`config.mk`:
```
export PLATFORM = sky130hd
export DESIGN_NAME = tcm_sink
export DESIGN_NICKNAME = d
export VERILOG_FILES = /design/src/tcm_pkg.sv /design/src/tcm_sink.sv
export VERILOG_INCLUDE_DIRS = /design/src
export SDC_FILE = /design/constraint.sdc
export NUM_CORES = 1
export LEC_CHECK = 0
export CORE_MARGIN = 2
export CORE_UTILIZATION = 45
export CTS_CLUSTER_SIZE = 14
export DETAILED_ROUTE_END_ITERATION = 12
export DONT_BUFFER_PORTS = 1
export PLACE_DENSITY = 0.64
export SYNTH_ARGS = -nofsm -noshare
export SYNTH_HDL_FRONTEND = slang
export SYNTH_SLANG_ARGS = --single-unit
```
`constraint.sdc`:
```
create_clock -name sys_clk_i -period 2.51 [get_ports sys_clk_i]
set_input_delay 0.251 -clock sys_clk_i [delete_from_list [all_inputs] [get_ports sys_clk_i]]
set_output_delay 0.251 -clock sys_clk_i [all_outputs]
set_load 0.02 [all_outputs]
```
`src/tcm_defs.svh`:
```
// Operation
// - A management input turns off trace mismatch detection.
// - Degrade defect comes from per-second near errored block counts against threshold settings.
// - Remote defect follows the received remote defect bit after persistence filtering.
// - Outgoing defect follows the received outgoing defect bit, same filtering.
// - Trail fail is server fail, unequipped, mismatch or loss; trail degrade is degrade.
// - Unequipped cause when monitored; loss cause only without unequipped.
// - Mismatch cause only without unequipped and without loss.
// - Degrade cause only without mismatch and without loss.
// - Remote defect cause, when enabled, only without unequipped, mismatch and loss.
// - Outgoing defect cause, when enabled, only without unequipped, mismatch and loss.
// - Server fail cause when monitored, server fail present and enabled; off after reset.
// - Remote defect reporting enable, disabled after reset.
// - Outgoing defect reporting enable, disabled after reset.
// - Per-second defect seconds and summed near, far and outgoing errored block counts.
// - Mismatch defect is suppressed while server fail is present.
// - Loss of tandem connection equals the out-of-multiframe state.
// - Multiframe alignment on bits 7-8 with pattern FFFE; two bad patterns in a row lose it.
// - Near errored block when parity error count differs from incoming error code, or from zero under the incoming AIS code.
`ifndef TCM_DEFS_SVH
`define TCM_DEFS_SVH
`define TCM_MF_LEN       7'h4C       // frames per multiframe
`define TCM_FAS_PATTERN  16'hFFFE    // alignment signal over frames 1..8
`define TCM_FAS_LAST     7'h07       // index of last alignment frame
`define TCM_RDI_FRAME    7'h48       // index of remote defect frame
`define TCM_ODI_FRAME    7'h49       // index of outgoing defect frame
`define TCM_PERSIST      3'h5        // consecutive samples to change a filtered defect
`define TCM_IAIS_CODE    4'hE        // incoming error code that means incoming AIS
`define TCM_MF_BIT_HI    1           // bit 7 of the overhead byte
`define TCM_MF_BIT_LO    0           // bit 8 of the overhead byte
`define TCM_REI_BIT      3           // bit 5 of the overhead byte
`define TCM_OEI_BIT      2           // bit 6 of the overhead byte
`define TCM_IEC_HI       7
`define TCM_IEC_LO       4
`endif

```
`src/tcm_pkg.sv`:
```
`default_nettype none
package tcm_pkg;
	typedef struct packed {
		logic       mismatch_detect_disable;
		logic       server_fail_report_enable;
		logic       remote_report_enable;
		logic       outgoing_report_enable;
		logic       monitored_state;
		logic [3:0] deg_seconds;   // consecutive bad seconds to set degrade
		logic [13:0] deg_threshold; // errored blocks that make a bad second
	} tcm_cfg_t;
	typedef struct packed {
		logic [7:0] overhead;     // received tandem connection overhead byte
		logic [7:0] parity_diff;  // computed parity xor received parity bits
	} tcm_frame_t;
	typedef struct packed {
		logic unequipped_cause;
		logic tc_loss_cause;
		logic mismatch_cause;
		logic degrade_cause;
		logic server_fail_cause;
		logic remote_defect_cause;
		logic outgoing_defect_cause;
	} tcm_cause_t;
	typedef struct packed {
		logic        near_defect_second;
		logic        far_defect_second;
		logic        outgoing_defect_second;
		logic [13:0] near_block_error_count;
		logic [13:0] far_block_error_count;
		logic [13:0] outgoing_block_error_count;
	} tcm_perf_t;
	typedef enum logic {TCM_OOM, TCM_IM} tcm_mf_state_t;
endpackage : tcm_pkg
`default_nettype wire

```
`src/tcm_sink.sv`:
```
`include "tcm_defs.svh"
`default_nettype none
module tcm_sink #(
	parameter int CNT_W = 14
) (
	input  wire logic               sys_clk_i,
	input  wire logic               nrst_i,
	input  wire logic               frame_strobe_i,
	input  wire tcm_pkg::tcm_frame_t frame_i,
	input  wire logic               server_fail_in_i,
	input  wire logic               trace_mismatch_i,
	input  wire logic               equipment_defect_i,
	input  wire logic               one_second_i,
	input  wire tcm_pkg::tcm_cfg_t  cfg_i,
	output var  logic               trail_fail_out_o,
	output var  logic               trail_degrade_out_o,
	output var  tcm_pkg::tcm_cause_t cause_o,
	output var  tcm_pkg::tcm_perf_t  perf_o,
	output var  logic               out_of_multiframe_state_o
);
	import tcm_pkg::*;

	// refuse any counter width other than the 14 bits of the performance outputs
	generate
		if (CNT_W != 14) begin : g_bad_cnt_w
			$error("CNT_W must match the performance record width");
		end
	endgenerate

	// number of ones in a byte
	function automatic logic [3:0] ones8(input logic [7:0] v);
		logic [3:0] n;
		n = 4'h0;
		for (int i = 0; i < 8; i++)
			n = n + {3'b000, v[i]};
		return n;
	endfunction

	tcm_cfg_t      cfg;
	tcm_mf_state_t mf_state;
	logic [15:0]   fas_sr;
	logic [15:0]   next_fas;
	logic [6:0]    mf_pos;
	logic          fas_err;
	logic          unequipped_defect;
	logic          trace_mismatch_defect;
	logic          degrade_defect;
	logic          remote_defect;
	logic          outgoing_defect;
	logic          tc_loss_defect;
	logic          near_errored_block;
	logic          far_errored_block;
	logic          outgoing_errored_block;
	logic [3:0]    iec;
	logic [3:0]    perr;
	logic          trail_fail;

	// management settings held with reporting disabled out of reset
	always_ff @(posedge sys_clk_i or negedge nrst_i) begin
		if (!nrst_i) begin
			cfg <= '0;
		end else begin
			cfg <= cfg_i;
		end
	end

	// overhead decode of the current frame
	assign next_fas = {fas_sr[13:0], frame_i.overhead[`TCM_MF_BIT_HI],
		frame_i.overhead[`TCM_MF_BIT_LO]};
	assign iec  = frame_i.overhead[`TCM_IEC_HI:`TCM_IEC_LO];
	assign perr = ones8(frame_i.parity_diff);

	// near end errored block on any difference; incoming AIS code counts as zero
	always_comb begin
		if (iec == `TCM_IAIS_CODE)
			near_errored_block = (perr != 4'h0);
		else
			near_errored_block = (perr != iec);
	end
	assign far_errored_block      = frame_i.overhead[`TCM_REI_BIT];
	assign outgoing_errored_block = frame_i.overhead[`TCM_OEI_BIT];

	// alignment history of bits 7 and 8
	always_ff @(posedge sys_clk_i or negedge nrst_i) begin
		if (!nrst_i) begin
			fas_sr <= 16'h0000;
		end else if (frame_strobe_i) begin
			fas_sr <= next_fas;
		end
	end

	// multiframe alignment: search when out, check each multiframe when in
	always_ff @(posedge sys_clk_i or negedge nrst_i) begin
		if (!nrst_i) begin
			mf_state <= TCM_OOM;
			mf_pos   <= 7'h00;
			fas_err  <= 1'b0;
		end else if (frame_strobe_i) begin
			case (mf_state)
				TCM_OOM: begin
					if (next_fas == `TCM_FAS_PATTERN) begin
						mf_state <= TCM_IM;
						mf_pos   <= `TCM_FAS_LAST + 7'h01;
						fas_err  <= 1'b0;
					end
				end
				TCM_IM: begin
					if (mf_pos == `TCM_MF_LEN - 7'h01)
						mf_pos <= 7'h00;
					else
						mf_pos <= mf_pos + 7'h01;
					if (mf_pos == `TCM_FAS_LAST) begin
						if (next_fas == `TCM_FAS_PATTERN) begin
							fas_err <= 1'b0;
						end else if (fas_err) begin
							mf_state <= TCM_OOM;
							fas_err  <= 1'b0;
						end else begin
							fas_err <= 1'b1;
						end
					end
				end
				default: begin
					mf_state <= TCM_OOM;
				end
			endcase
		end
	end

	// loss of tandem connection follows the alignment state
	assign tc_loss_defect = (mf_state == TCM_OOM);

	// persistence filters: 0 unequipped, 1 remote defect, 2 outgoing defect
	logic [2:0] flt_strobe;
	logic [2:0] flt_value;
	logic [2:0] flt_state;
	assign flt_strobe[0] = frame_strobe_i;
	assign flt_value[0]  = (frame_i.overhead == 8'h00);
	assign flt_strobe[1] = frame_strobe_i && (mf_state == TCM_IM)
		&& (mf_pos == `TCM_RDI_FRAME);
	assign flt_value[1]  = frame_i.overhead[`TCM_MF_BIT_LO];
	assign flt_strobe[2] = frame_strobe_i && (mf_state == TCM_IM)
		&& (mf_pos == `TCM_ODI_FRAME);
	assign flt_value[2]  = frame_i.overhead[`TCM_MF_BIT_HI];

	genvar g;
	generate
		for (g = 0; g < 3; g++) begin : g_flt
			logic [2:0] run;
			// a defect changes after consecutive samples that disagree with it
			always_ff @(posedge sys_clk_i or negedge nrst_i) begin
				if (!nrst_i) begin
					run          <= 3'h0;
					flt_state[g] <= 1'b0;
				end else if (flt_strobe[g]) begin
					if (flt_value[g] == flt_state[g]) begin
						run <= 3'h0;
					end else if (run == `TCM_PERSIST - 3'h1) begin
						run          <= 3'h0;
						flt_state[g] <= flt_value[g];
					end else begin
						run <= run + 3'h1;
					end
				end
			end
		end
	endgenerate
	assign unequipped_defect = flt_state[0];
	assign remote_defect     = flt_state[1];
	assign outgoing_defect   = flt_state[2];

	// trace mismatch, switchable and held off under server fail
	always_ff @(posedge sys_clk_i or negedge nrst_i) begin
		if (!nrst_i) begin
			trace_mismatch_defect <= 1'b0;
		end else begin
			trace_mismatch_defect <= trace_mismatch_i
				&& !cfg.mismatch_detect_disable
				&& !server_fail_in_i;
		end
	end

	// degrade: per-second near errored block count versus threshold
	logic [CNT_W-1:0] deg_blocks;
	logic [3:0]       bad_run;
	logic [3:0]       good_run;
	logic             bad_second;
	assign bad_second = (deg_blocks >= cfg.deg_threshold);
	always_ff @(posedge sys_clk_i or negedge nrst_i) begin
		if (!nrst_i) begin
			deg_blocks     <= '0;
			bad_run        <= 4'h0;
			good_run       <= 4'h0;
			degrade_defect <= 1'b0;
		end else if (one_second_i) begin
			deg_blocks <= CNT_W'(frame_strobe_i && near_errored_block);
			if (bad_second) begin
				good_run <= 4'h0;
				if (bad_run + 4'h1 >= cfg.deg_seconds)
					degrade_defect <= 1'b1;
				else
					bad_run <= bad_run + 4'h1;
			end else begin
				bad_run <= 4'h0;
				if (good_run + 4'h1 >= cfg.deg_seconds)
					degrade_defect <= 1'b0;
				else
					good_run <= good_run + 4'h1;
			end
			if (bad_second == degrade_defect) begin
				bad_run  <= 4'h0;
				good_run <= 4'h0;
			end
		end else if (frame_strobe_i && near_errored_block
			&& deg_blocks != '1) begin
			deg_blocks <= deg_blocks + CNT_W'(1);
		end
	end

	// consequent actions and fault cause correlation
	assign trail_fail = server_fail_in_i || unequipped_defect
		|| trace_mismatch_defect || tc_loss_defect;
	always_ff @(posedge sys_clk_i or negedge nrst_i) begin
		if (!nrst_i) begin
			trail_fail_out_o          <= 1'b1;
			trail_degrade_out_o       <= 1'b0;
			cause_o                   <= '0;
			out_of_multiframe_state_o <= 1'b1;
		end else begin
			trail_fail_out_o          <= trail_fail;
			trail_degrade_out_o       <= degrade_defect;
			out_of_multiframe_state_o <= tc_loss_defect;
			cause_o.unequipped_cause <= cfg.monitored_state
				&& unequipped_defect;
			cause_o.tc_loss_cause <= cfg.monitored_state
				&& !unequipped_defect && tc_loss_defect;
			cause_o.mismatch_cause <= cfg.monitored_state
				&& !unequipped_defect && !tc_loss_defect
				&& trace_mismatch_defect;
			cause_o.degrade_cause <= cfg.monitored_state
				&& !trace_mismatch_defect && !tc_loss_defect
				&& degrade_defect;
			cause_o.server_fail_cause <= cfg.monitored_state
				&& server_fail_in_i
				&& cfg.server_fail_report_enable;
			cause_o.remote_defect_cause <= cfg.monitored_state
				&& !unequipped_defect && !trace_mismatch_defect
				&& !tc_loss_defect && remote_defect
				&& cfg.remote_report_enable;
			cause_o.outgoing_defect_cause <= cfg.monitored_state
				&& !unequipped_defect && !trace_mismatch_defect
				&& !tc_loss_defect && outgoing_defect
				&& cfg.outgoing_report_enable;
		end
	end

	// one-second accumulation; an event in the tick cycle opens the next second
	logic             acc_nds;
	logic             acc_fds;
	logic             acc_ods;
	logic [CNT_W-1:0] acc_nebc;
	logic [CNT_W-1:0] acc_febc;
	logic [CNT_W-1:0] acc_oebc;
	logic             inc_n;
	logic             inc_f;
	logic             inc_o;
	assign inc_n = frame_strobe_i && near_errored_block;
	assign inc_f = frame_strobe_i && far_errored_block;
	assign inc_o = frame_strobe_i && outgoing_errored_block;
	always_ff @(posedge sys_clk_i or negedge nrst_i) begin
		if (!nrst_i) begin
			acc_nds  <= 1'b0;
			acc_fds  <= 1'b0;
			acc_ods  <= 1'b0;
			acc_nebc <= '0;
			acc_febc <= '0;
			acc_oebc <= '0;
		end else if (one_second_i) begin
			acc_nds  <= trail_fail || equipment_defect_i;
			acc_fds  <= remote_defect;
			acc_ods  <= outgoing_defect;
			acc_nebc <= CNT_W'(inc_n);
			acc_febc <= CNT_W'(inc_f);
			acc_oebc <= CNT_W'(inc_o);
		end else begin
			acc_nds  <= acc_nds || trail_fail || equipment_defect_i;
			acc_fds  <= acc_fds || remote_defect;
			acc_ods  <= acc_ods || outgoing_defect;
			if (inc_n && acc_nebc != '1)
				acc_nebc <= acc_nebc + CNT_W'(1);
			if (inc_f && acc_febc != '1)
				acc_febc <= acc_febc + CNT_W'(1);
			if (inc_o && acc_oebc != '1)
				acc_oebc <= acc_oebc + CNT_W'(1);
		end
	end

	// results of the finished second, held until the next tick
	always_ff @(posedge sys_clk_i or negedge nrst_i) begin
		if (!nrst_i) begin
			perf_o <= '0;
		end else if (one_second_i) begin
			perf_o.near_defect_second         <= acc_nds;
			perf_o.far_defect_second          <= acc_fds;
			perf_o.outgoing_defect_second     <= acc_ods;
			perf_o.near_block_error_count     <= acc_nebc;
			perf_o.far_block_error_count      <= acc_febc;
			perf_o.outgoing_block_error_count <= acc_oebc;
		end
	end

endmodule // tcm_sink
`default_nettype wire

```
## Word level (Yosys, flattened, before mapping)

Index checks and enable logic that the tools add are counted.

| word-level totals | value |
|---|---|
| bits in registers | 182 |
| input port bits | 46 |
| output and inout bits | 55 |
| logic and storage cells | 185 |

| cells by class | value |
|---|---|
| add/subtract/negate cells | 17 |
| magnitude comparators | 3 |
| equal/unequal tests | 23 |
| mux-type cells | 39 |
| bitwise logic cells | 4 |
| reduce and logical (&&, ||, !) cells | 55 |

Operator list:

| operator | number |
|---|---|
| 14-bit two-way mux | 8 |
| 14-bit by 1-bit adder with 14-bit output (second input constant) | 4 |
| 14-bit != test (second input constant) | 4 |
| 1-bit logical AND | 28 |
| 4-bit two-way mux | 6 |
| 7-bit equality test (second input constant) | 3 |
| 3-bit two-way mux | 6 |
| 4-bit by 1-bit adder with 4-bit output | 4 |
| 16-bit equality test (second input constant) | 1 |
| 3-bit AND reduction | 5 |
| 14-bit greater-or-equal comparator | 1 |
| 1-bit two-way mux | 14 |
| 7-bit two-way mux | 2 |
| 7-bit case mux with 2 select lines | 1 |
| 2-bit nonzero test | 5 |
| 3-bit by 1-bit adder with 3-bit output (second input constant) | 3 |
| 3-bit equality test (second input constant) | 3 |
| 4-bit by 1-bit adder with 4-bit output (second input constant) | 2 |
| 4-bit greater-or-equal comparator | 2 |
| 8-bit logical NOT | 1 |
| 1-bit logical OR | 8 |
| 7-bit by 1-bit adder with 7-bit output (second input constant) | 1 |
| 7-bit by 3-bit equality test with 1-bit output (second input constant) | 1 |
| 2-bit by 1-bit != test with 1-bit output (second input constant) | 3 |
| other kinds (12) | 25 |

## Longest topological paths before layout

Gate-level depths: netlist (run 1).

| logic depth | value |
|---|---|
| depth after elaboration | 13 |
| gate-level depth with buffers | 15 |
| depth with buffers taken out | 13 |

## Least setup slack after synthesis (run 1)

OpenSTA, ideal clock, no wires.

| path | value |
|---|---|
| kind | input to register |
| start point | in frame_i[0] (netlist bit) |
| end point | reg deg_blocks[0] |
| setup time | 0.136 ns |
| arrival | 3.770 ns |
| data required time | 2.374 ns |
| setup slack | -1.396 ns |
| stages | 13 |
| path buffers | 0 |
| path through | fa_1 -> inv_1 -> fa_1 -> fa_1 -> inv_1 -> ha_1 -> fa_1 -> nand4b_1 -> a2111oi_2 -> nor3b_2 -> nand2_1 -> mux2i_1 -> o21ai_0 |

| on the way | value |
|---|---|
| cells in the longest elaborated chain, start to end | 12 |
| elaborated cells between the ends (all ways) | 14 |
| those cells by class | 7 x add/sub; 1 x eq/ne; 2 x mux; 4 x reduce/logical |

Ends and longest elaborated chain:

| what | RTL line | text |
|---|---|---|
| from (decl) | tcm_sink.sv:9 | `input wire tcm_pkg::tcm_frame_t frame_i,` |
| 1-bit by 1-bit adder with 2-bit output * | tcm_sink.sv:35 | `n = n + {3'b000, v[i]};` |
| 2-bit by 1-bit adder with 3-bit output * | tcm_sink.sv:35 |  |
| 3-bit by 1-bit adder with 4-bit output * | tcm_sink.sv:35 |  |
| 4-bit by 1-bit adder with 4-bit output * (4 in series) | tcm_sink.sv:35 |  |
| 4-bit != test or 4-bit nonzero test (tied branches) | tcm_sink.sv:78, tcm_sink.sv:76 |  |
| 1-bit two-way mux * | tcm_sink.sv:75 | `` if (iec == `TCM_IAIS_CODE) `` |
| 1-bit logical AND * | tcm_sink.sv:196, tcm_sink.sv:214 |  |
| 1-bit logical AND | tcm_sink.sv:215 | `&& deg_blocks != '1) begin` |
| 2-bit nonzero test (no source line) | - |  |
| to (signal assigned) | tcm_sink.sv:196 | `deg_blocks <= CNT_W'(frame_strobe_i && near_errored_block);` |
| to (signal assigned) | tcm_sink.sv:216 | `deg_blocks <= deg_blocks + CNT_W'(1);` |
| to (decl) | tcm_sink.sv:184 | `logic [CNT_W-1:0] deg_blocks;` |

Mark *: on every way between the ends. The rest lies on a longest branch, timed or not.
A chain may end at the register's enable or synchronous reset.

## Final worst setup path (run 1)

| path | value |
|---|---|
| start point | in frame_i[0] (netlist bit) |
| end point | reg deg_blocks[5] |

| on the way | value |
|---|---|
| cells in the longest elaborated chain, start to end | 12 |
| elaborated cells between the ends (all ways) | 13 |
| those cells by class | 7 x add/sub; 1 x eq/ne; 1 x mux; 4 x reduce/logical |

Ends and longest elaborated chain:

| what | RTL line | text |
|---|---|---|
| 1-bit by 1-bit adder with 2-bit output * | tcm_sink.sv:35 |  |
| 2-bit by 1-bit adder with 3-bit output * | tcm_sink.sv:35 |  |
| 3-bit by 1-bit adder with 4-bit output * | tcm_sink.sv:35 |  |
| 4-bit by 1-bit adder with 4-bit output * (4 in series) | tcm_sink.sv:35 |  |
| 4-bit != test or 4-bit nonzero test (tied branches) | tcm_sink.sv:78, tcm_sink.sv:76 |  |
| 1-bit two-way mux * | tcm_sink.sv:75 |  |
| 1-bit logical AND * | tcm_sink.sv:214 | `end else if (frame_strobe_i && near_errored_block` |
| 1-bit logical AND * | tcm_sink.sv:215 |  |
| 2-bit nonzero test (no source line) * | - |  |

Marks and branches as above.

==> run metrics, run 1 <==
share of layout cells above drive strength 1=0.1710; Pwr Density=approximately 600 mW/mm^2; Pint=4942 uW; vias in the first global route=around 6,300; Root Driver=clkbuf_16; DR pass1 iterations=6; CP max stage delay=~520 ps; most frequent CP cell=fa_1; Worst Hold Class=in -> async; largest net degree at the start of global routing=between 150 and 200; Num CTS Buffers=17; grt met1 use=0.2390; combinational cell fraction of total power=0.091; Psw=between 1500 and 2000 uW; sequential group share of total power=0.488; worst vdd ir=roughly 0.00047 V; Placeable Area=roughly 0.019 sq mm; clock-pin slew on the worst setup and hold paths=about 70 ps; Die Width=roughly 140 um; max_cap viols=0; # DRC=0; DP Wirelength=11,530 um; Synth top area share=0.5258; Placed Cells=between 1,000 and 1,500; critical path's slowest cell=fa_1; die area=between 0.02 and 0.025 sq mm; CTS tree=done; Synth Flop Type=dfrtp_1; failing checks=negative hold slack, negative setup slack; First DRT Iteration DRCs=about 290; status=finished, violations left; layer with the highest usage=met2; adder-cell area share of the yosys netlist=0.06777; Clock Sinks=between 150 and 200; r2r startpoint=deg_blocks[6]; hold_ws=-488.5 ps; Die Height=roughly 140 um; met3 GRT Util=0.04341; Achievable Freq=between 200 and 300 MHz; antenna fix cells=0; post-synthesis xor/xnor area fraction=0.05827; WL final=roughly 19,000 um; critical path class=in -> reg; Rows=50; global-route wire length before repair=30,490 um; R2R depth=8; nets=~970; Final WS setup=-865.6 ps; port bufs=0; Tmin final=about 3400 ps; switch share=0.2364; syn nets=between 800 and 900; post-DR vias/cell=5.458; EDFF count, synth=0; Worst Setup End Kind=flop; crit start category=input port; Cell variety after synth=52; Area contributors post-synth=dfrtp_1 (53%), mux2_2 (8.3%), ha_1 (5.8%); setup_tns=-22,510 ps; total power=approximately 6500 uW; CP Data Arrival Time=3700 ps; total number of vias=6,129; Clock Tree Buf Depth=2; Max-slew headroom=0.4317; post-route antenna net violation count=0; synthesized flop and latch total=roughly 180; GR Overflow Total=0; Final Max Tran Viols=0; sequential fraction of the synthesis area=0.5319; setup violators final=28; mux contribution to synthesized area=0.08632; Ys Warns=0; Final Non-Filler Cells=around 1,100; ys async rst share=1.000; initial antenna violation count=0; post-route cell area=between 0.01 and 0.015 sq mm; CP Cell Sequence=fa_1, inv_1, fa_1, fa_1, inv_2, ha_4, fa_2, nand4b_1, a2111oi_4, buf_6, nor3_2, buf_4, nand4_1, xor2_1, nor2_1; cell accounting for the most synthesized area=dfrtp_1; Total GRT Usage=0.1894; IO Pins=between 100 and 150; unrepaired setup endpoints after global routing=true; CP required=~2800 ps; Fin. Hold Viols=roughly 180; crit-path max FO=5; clock skew=about 11 ps; met2 usage=0.3255; clock power share=0.421; DR WL/cell=~17 um; post-synthesis compound-gate area fraction=0.06514; gpl congestion=around 0.83; Mapped Area=0.008567 sq mm; Area after DPL=0.008949 sq mm; Static Leak=0.004981 uW; Syn Area/Cell=~11 sq um; Area growth, synth to finish=23.91%; worst slew pin tran=approximately 850 ps; largest family of logic cells by synthesized area=simple AND/OR/NAND/NOR gates; worst setup path start=frame_i[0]; later-pin clock latency in the skew report=~430 ps; H-tree depth=4; Post-Synth Simple-Gate Area=0.1612; final period utilization=1.345; Starting Density=0.4580; Post-Syn Instances=slightly below 800
area by class of cell:
class | instances | area [sq um]
Sequential cell | 182 | 4558
Clock buffer | 22 | 484.2
Inverter | 44 | 165.2
Timing Repair Buffer | 109 | 1084
Fill cell | 1565 | 8090
Multi-Input combinational cell | 522 | 3915
Clock inverter | 10 | 116.4
Tap cell | 234 | 292.8
power by group through the flow:
stage                     Combinational, uW  Sequential [uW]  Clock, uW
after CTS                               546             3160       2800
after floorplan                         385             3180          0
after global routing                    651             3170       2920
after global placement                  417             3210          0
after detailed placement                443             3220          0
final                                   588             3160       2730
synthesized netlist by cell type (all sizes together) (17+ instances only):
| library cell | n |
|---|---|
| ha | 40 |
| xor2 | 44 |
| nand2 | 57 |
| nand4 | 26 |
| clkbuf | 17 |
| mux2 | 63 |
| a21oi | 18 |
| nor2 | 70 |
| inv | 44 |
| dfrtp | 180 |
| nand3 | 42 |
| o21ai | 25 |
cells in the final DEF (no fill, tap or decap), types with 8 or more instances in the layout:
| master | n |
|---|---|
| nand3_1 | 34 |
| a21oi_1 | 16 |
| mux2_2 | 63 |
| nand3_2 | 8 |
| o21ai_0 | 21 |
| dlygate4sd3_1 | 88 |
| nand4_1 | 26 |
| xnor2_1 | 12 |
| nor4_1 | 10 |
| xor2_1 | 43 |
| a21o_1 | 10 |
| and3_1 | 10 |
| nand2b_1 | 9 |
| clkbuf_16 | 17 |
| ha_1 | 39 |
| nor2_1 | 70 |
| nand2_1 | 52 |
| inv_1 | 43 |
| nor3_1 | 9 |
| buf_4 | 16 |
| dfrtp_1 | 179 |
final timing paths:
| path | endpoint | slack (ps) |
|---|---|---|
| max in group asynchronous | acc_nebc[2] | 2600 |
| max | deg_blocks[5] | -870 |
| min reg2reg | acc_fds | 490 |
| min | bad_run[1] | -490 |
| max reg2reg | bad_run[0] | 110 |
| min in group sys_clk_i | degrade_defect | 10 |
what timing repair did:
action,CTS,global route
setup buffers,2,2
pin swaps,18,5
gates resized for setup,17,17
setup endpoints to repair,28,34
hold buffers,87,2
endpoints found under the hold margin,317,214
per-stage QoR:
step,hold slack [ps],setup slack [ps],util
6_report,-488.5,-865.6,0.5675
5_1_grt,-506.4,-989.5,0.5675
4_1_cts,-504.0,-861.2,0.5613
3_5_place_dp,-36.34,-1408,0.4784
3_3_place_gp,-35.46,-1335,0.4784
2_1_floorplan,-44.59,-1126,-
critical path, delay by kind of cell:
family,cells,cell delay [ps]
buffers and inverters,4,490
XOR/XNOR,1,150
AO/OA/AOI/OAI,1,230
AND/OR/NAND/NOR,4,430
adder cells (fa/ha/maj),5,2120
cells by family after synthesis:
kind of cell | Yosys count
multiplexers | 66
AO/OA/AOI/OAI | 84
XOR/XNOR | 57
AND/OR/NAND/NOR | 271
adder cells (fa/ha/maj) | 44
buffers and inverters | 66
flip-flops | 182
metal layers:
metal / share of wire / up-vias
met1: 0.45 / 3092
met2: 0.50 / 117
li1: - / 2899
met3: 0.038 / 21
met4: 0.017 / 0
met5: 0 / -
registers in the layout (all words and copies together), names as in the netlist, 4 cells and up:
name        cells
mf_pos          7
perf_o         45
acc_febc       14
acc_oebc       14
g_flt.run       9
bad_run         4
deg_blocks     14
cfg            23
cause_o         7
good_run        4
acc_nebc       14
fas_sr         14
(Power assumes the default switching activity.)
==> run 2: changes to the inputs <==
--- a/config.mk
+++ b/config.mk
@@ -6,7 +6,8 @@
 export SDC_FILE = /design/constraint.sdc
 export NUM_CORES = 1
 export LEC_CHECK = 0
-export CORE_MARGIN = 2
+export ABC_AREA = 1
+export CORE_MARGIN = 8
 export CORE_UTILIZATION = 45
 export CTS_CLUSTER_SIZE = 14
 export DETAILED_ROUTE_END_ITERATION = 12
==> constraint.sdc (replaced) <==
create_clock -name sys_clk_i -period 4.1 [get_ports sys_clk_i]
set_input_delay 0.41 -clock sys_clk_i [delete_from_list [all_inputs] [get_ports sys_clk_i]]
set_output_delay 0.41 -clock sys_clk_i [all_outputs]
set_load 0.02 [all_outputs]
==> run 2 against run 1 <==
The flow finishes with violations (negative hold slack). Combinational power decreased by 19%. Wire length up 8.5%. Setup slack improved by 1500 ps. Synthesized cell count is 49% higher. Clock skew increased by 1.8 ps. Final cell count up 29%. Die area is 29% higher. Flip-flop and latch count stayed put. Largest cell class unchanged. Sequential power is 36% lower. Global-route usage decreased by 2.6 points. Register-to-register slack improved by 1800 ps.
==> run metrics, run 2 <==
Syn Area/Cell=slightly above 8 sq um; Placeable Area=between 0.02 and 0.025 sq mm; Ys Warns=0; IO Pins=between 100 and 150; most frequent CP cell=fa_1; final period utilization=0.8543; # DRC=0; Biggest register=perf_o; worst slew pin tran=~1100 ps; max reg flops=between 40 and 50; post-route antenna net violation count=0; clock skew=12.55 ps; GR Overflow Total=0; crit-path max FO=16; Worst Hold Class=in -> async; reg2reg setup slack=around 2000 ps; hold_ws=-311.9 ps; Mapped Area=about 0.0095 sq mm; gpl congestion=between 0.8 and 0.9; WL final=20,470 um; Area contributors post-synth=dfrtp_1 (48%), nand2_1 (12%), inv_1 (5.4%); CP max stage delay=520 ps; unrepaired setup endpoints after global routing=false; Synth top area share=0.4759; Final Max Tran Viols=0; Die Height=161.0 um; antenna fix cells=0; syn nets=1,234; share of layout cells above drive strength 1=0.07357; Static Leak=0.005180 uW; WP buf/inv=2; Pwr Density=about 400 mW/mm^2; Final WS setup=around 600 ps; R2R depth=11; sequential fraction of the synthesis area=0.4814; most frequent cell after synthesis=nand2_1; global-route wire length before repair=~35,000 um; Top delay family on crit path=adder cells; CTS tree=done; Clock Sinks=about 180; hold_buf cts=23; max_cap viols=0; setup violators final=0; CTS resizes=0; EDFF count, synth=0; status=finished, violations left; CP required=4420 ps; Achievable Freq=285.5 MHz; CP Data Arrival Time=about 3800 ps; Final Non-Filler Cells=1,444; Max-slew headroom=0.2653; Post-synth top cells=nand2_1 (313), dfrtp_1 (180), inv_1 (137); postcts setup bufs=0; DR pass1 iterations=5; r2r startpoint=good_run[0]; crit start category=input port; dpl ws=140.6 ps; vias in the first global route=approximately 7,000; Worst path depth=15; cell accounting for the most synthesized area=dfrtp_1; port bufs=0; Synth Flop Type=dfrtp_1; CP Cell Sequence=fa_1, inv_1, fa_1, fa_1, inv_1, ha_1, fa_1, xnor2_1, nand2_1, nor2_1, nand3_2, nand3_4, nand2_2, nand2_1, nand2_1; critical path class=in -> reg; Die Width=around 160 um; initial antenna violation count=0; Final Util=0.5038; later-pin clock latency in the skew report=~440 ps; Root Driver=clkbuf_16; biggest registers after layout=perf_o x45, cfg x23; most frequent cells in the layout=nand2_1 (313), dfrtp_1 (180), inv_1 (136); Tmin final=3503 ps; Starting Density=0.4546; largest net degree at the start of global routing=between 150 and 200; DR WL/cell=14.18 um; Cell variety after synth=46; setup_tns=0 ps; Post-Syn Instances=approximately 1,100; First DRT Iteration DRCs=between 400 and 500; synthesized flop and latch total=182; commonest non-fill, non-tap cell in the layout=nand2_1; DP Wirelength=about 14,000 um; Fin. Hold Viols=180; critical path's slowest cell=fa_1; Rows=53; worst vdd ir=0.0002750 V; capture point of the worst reg-to-reg path=good_run[2]; H-tree depth=4; Worst Setup End Kind=flop; Total GRT Usage=0.1636; Clock Tree Buf Depth=2; Area growth, synth to finish=10.83%; failing checks=negative hold slack; die area=approximately 0.026 sq mm; Placed Cells=about 1,400; total number of vias=7,236; clock-pin slew on the worst setup and hold paths=roughly 70 ps; ys async rst share=1.000; post-DR vias/cell=5.011; Num CTS Buffers=17; nets=roughly 1,200
## run 2: report_power, final
part	switching (uW)	leakage [uW]	internal (uW)
Combinational	296	0.00248	178
Clock	766	0.000293	884
Sequential	102	0.00240	1910
Total	1160	0.00518	2970
## run 2: area by class of cell
class,instances,area (sq um)
inverters,142,535.5
multi-input cells,789,4207
well taps,275,344.1
clock buffers,18,439.2
fillers,2006,10330
clock inverters,14,170.2
repair buffers,24,237.7
flip-flops and latches,182,4557
## run 2: worst max-delay path by stage
stage | from | to
2_1_floorplan | frame_i[0] | deg_blocks[9]
4_1_cts | frame_i[0] | acc_nebc[13]
3_3_place_gp | frame_i[0] | acc_nebc[13]
3_5_place_dp | frame_i[0] | acc_nebc[13]
6_report | frame_i[0] | acc_nebc[13]
5_1_grt | frame_i[0] | acc_nebc[13]
## run 2: worst register-to-register path: stages (launching register included)
cell and delay, ps:
dfrtp_1 440, ha_1 230, xnor2_1 200, inv_1 70, ha_1 270, nand2_1 60, o21bai_1 170, nand3b_1 100
nand4_1 210, nand2_1 200, nand2_1 70, nand2_1 60
## run 2: cell families (layout without fill, tap and decap cells)
family                   after synthesis  in the layout  synth area share
AO/OA/AOI/OAI                        136            136           0.08064
XOR/XNOR                              29             29           0.02683
adder cells (fa/ha/maj)               44             44           0.06134
buffers and inverters                173            198           0.07416
flip-flops                           182            182            0.4814
AND/OR/NAND/NOR                      580            580            0.2756
## run 2: per-stage QoR
| stage | power, uW | hold slack, ps | cell area, sq um |
|---|---|---|---|
| floorplan | 2415 | 114.4 | 9465 |
| global placement | 2484 | 123.5 | 9651 |
| detailed placement | 2500 | 122.6 | 9651 |
| CTS | 4185 | -342.4 | 10490 |
| global route | 4342 | -341.1 | 10490 |
| finish | 4132 | -311.9 | 10490 |
## run 2: per-layer routing
metal / part of all wire / GRT usage / up-vias
li1: - / - / 3703
met1: 0.48 / 0.2236 / 3385
met2: 0.45 / 0.2519 / 130
met3: 0.053 / 0.04454 / 18
met4: 0.011 / 0.04419 / 0
met5: 0 / 0 / -
==> run 3: changes to the inputs <==
--- a/config.mk
+++ b/config.mk
@@ -7,6 +7,7 @@
 export NUM_CORES = 1
 export LEC_CHECK = 0
 export ABC_AREA = 1
+export CORE_ASPECT_RATIO = 0.9
 export CORE_MARGIN = 8
 export CORE_UTILIZATION = 45
 export CTS_CLUSTER_SIZE = 14
==> run 3 against run 2 <==
The run still ends with negative hold slack left. Setup slack improved by 140 ps. Global-route usage grew 0.21 points. Sequential power barely moved. Critical path type unchanged. Highest routed layer unchanged. Clock power decreased by 7%.
==> run metrics, run 3 (synthesis gave the netlist of run 2 again) <==
status=finished, violations left; failing checks=negative hold slack; total number of vias=around 7,300; Die Height=about 150 um; commonest non-fill, non-tap cell in the layout=nand2_1; Placeable Area=0.02071 sq mm; gpl congestion=0.8308; share of layout cells above drive strength 1=0.07430; Final WS setup=732.8 ps; initial antenna violation count=0; Starting Density=0.4571; reg2reg setup slack=between 2000 and 2500 ps; # DRC=0; IO Pins=101; postcts setup bufs=0; First DRT Iteration DRCs=572; DR WL/cell=~14 um; Rows=50; Clock Tree Buf Depth=2; global-route wire length before repair=around 35,000 um; max_cap viols=0; antenna fix cells=0; GR Overflow Total=0; R2R depth=11; Top delay family on crit path=adder cells; DR pass1 iterations=5; hold_ws=-319.5 ps; post-DR vias/cell=about 5.0; CP Data Arrival Time=3690 ps; worst slew pin tran=between 800 and 900 ps; WP buf/inv=2; Root Driver=clkbuf_16; Tmin final=about 3400 ps; DP Wirelength=14,120 um; post-route cell area=approximately 0.010 sq mm; later-pin clock latency in the skew report=between 400 and 500 ps; biggest registers after layout=perf_o x45, cfg x23; Num CTS Buffers=17; most frequent cells in the layout=nand2_1 (313), dfrtp_1 (180), inv_1 (136); CP Cell Sequence=fa_1, inv_1, fa_1, fa_1, inv_1, ha_1, fa_1, xnor2_1, nand3_1, nor2_1, nor2_4, nand3_4, nand2_4, nand2_1, nand2_1; max reg flops=45; critical path's slowest cell=fa_1; CTS resizes=0; CP max stage delay=about 520 ps; CTS tree=done; capture point of the worst reg-to-reg path=good_run[2]; Area growth, synth to finish=10.53%; setup_tns=0 ps; Pwr Density=between 300 and 400 mW/mm^2; Static Leak=0.005159 uW; Worst Setup End Kind=flop; critical path class=in -> reg; port bufs=0; hold_buf cts=23; die area=0.02594 sq mm; Max-slew headroom=0.4568; Die Width=roughly 170 um; Worst Hold Class=in -> async; unrepaired setup endpoints after global routing=false; dpl ws=between 200 and 300 ps; post-route antenna net violation count=0; vias in the first global route=between 6,000 and 7,000; setup violators final=0; Final Max Tran Viols=0; Area after DPL=between 0.009 and 0.01 sq mm; clock-pin slew on the worst setup and hold paths=approximately 70 ps; worst vdd ir=approximately 0.00032 V; Achievable Freq=between 200 and 300 MHz; crit-path max FO=13; Fin. Hold Viols=approximately 180; r2r startpoint=good_run[0]; final period utilization=0.8213; CP required=about 4400 ps; Clock Sinks=around 180; H-tree depth=4; Biggest register=perf_o; largest net degree at the start of global routing=about 180; Total GRT Usage=0.1657; total power=4022 uW; most frequent CP cell=fa_1; nets=around 1,200; clock skew=about 8.4 ps; crit start category=input port; WL final=a little over 20,000 um
[run 3: cell types whose count changed in the layout (fill, tap and decap cells not counted), sizes merged]
| cell | before | now |
|---|---|---|
| buf | 1 | 4 |
| clkinvlp | 1 | 4 |
| clkbuf | 18 | 21 |
| inv | 145 | 143 |
| clkinv | 9 | 5 |
| bufinv | 1 | 0 |
[run 3: worst max-delay path by stage]
stage	startpoint	endpoint	slack, ps	depth (start not counted)
6_report	frame_i[0]	deg_blocks[0]	730	15
5_1_grt	frame_i[0]	acc_nebc[1]	480	15
2_1_floorplan	frame_i[0]	deg_blocks[9]	510	16
3_3_place_gp	frame_i[0]	deg_blocks[13]	360	15
3_5_place_dp	frame_i[0]	deg_blocks[13]	270	15
4_1_cts	frame_i[0]	deg_blocks[0]	730	15
[run 3: per-layer routing]
layer,track usage,share of wire
met5,0,0
met4,0.05480,0.013
met3,0.05324,0.078
met2,0.2359,0.42
met1,0.2333,0.49
[run 3: per-stage QoR]
stage / cells / utilization
4_1_cts: 1457 / 0.5053
3_3_place_gp: 1403 / 0.4678
6_report: 1457 / 0.5053
3_5_place_dp: 1403 / 0.4678
2_1_floorplan: 1144 / -
5_1_grt: 1457 / 0.5053
[run 3: cell type report]
class / instances / area, sq um
Fill cell: 1976 / 10240
Multi-Input combinational cell: 789 / 4207
Inverter: 142 / 535.5
Clock inverter: 10 / 75.07
Sequential cell: 182 / 4557
Clock buffer: 21 / 470.5
Timing Repair Buffer: 27 / 260.3
Tap cell: 286 / 357.8
[run 3: power by group]
group / switching, uW / total (uW) / leakage [uW] / internal (uW)
Combinational: 298 / 480 / 0.00250 / 182
Sequential: 103 / 2010 / 0.00240 / 1910
Clock: 708 / 1530 / 0.000258 / 823
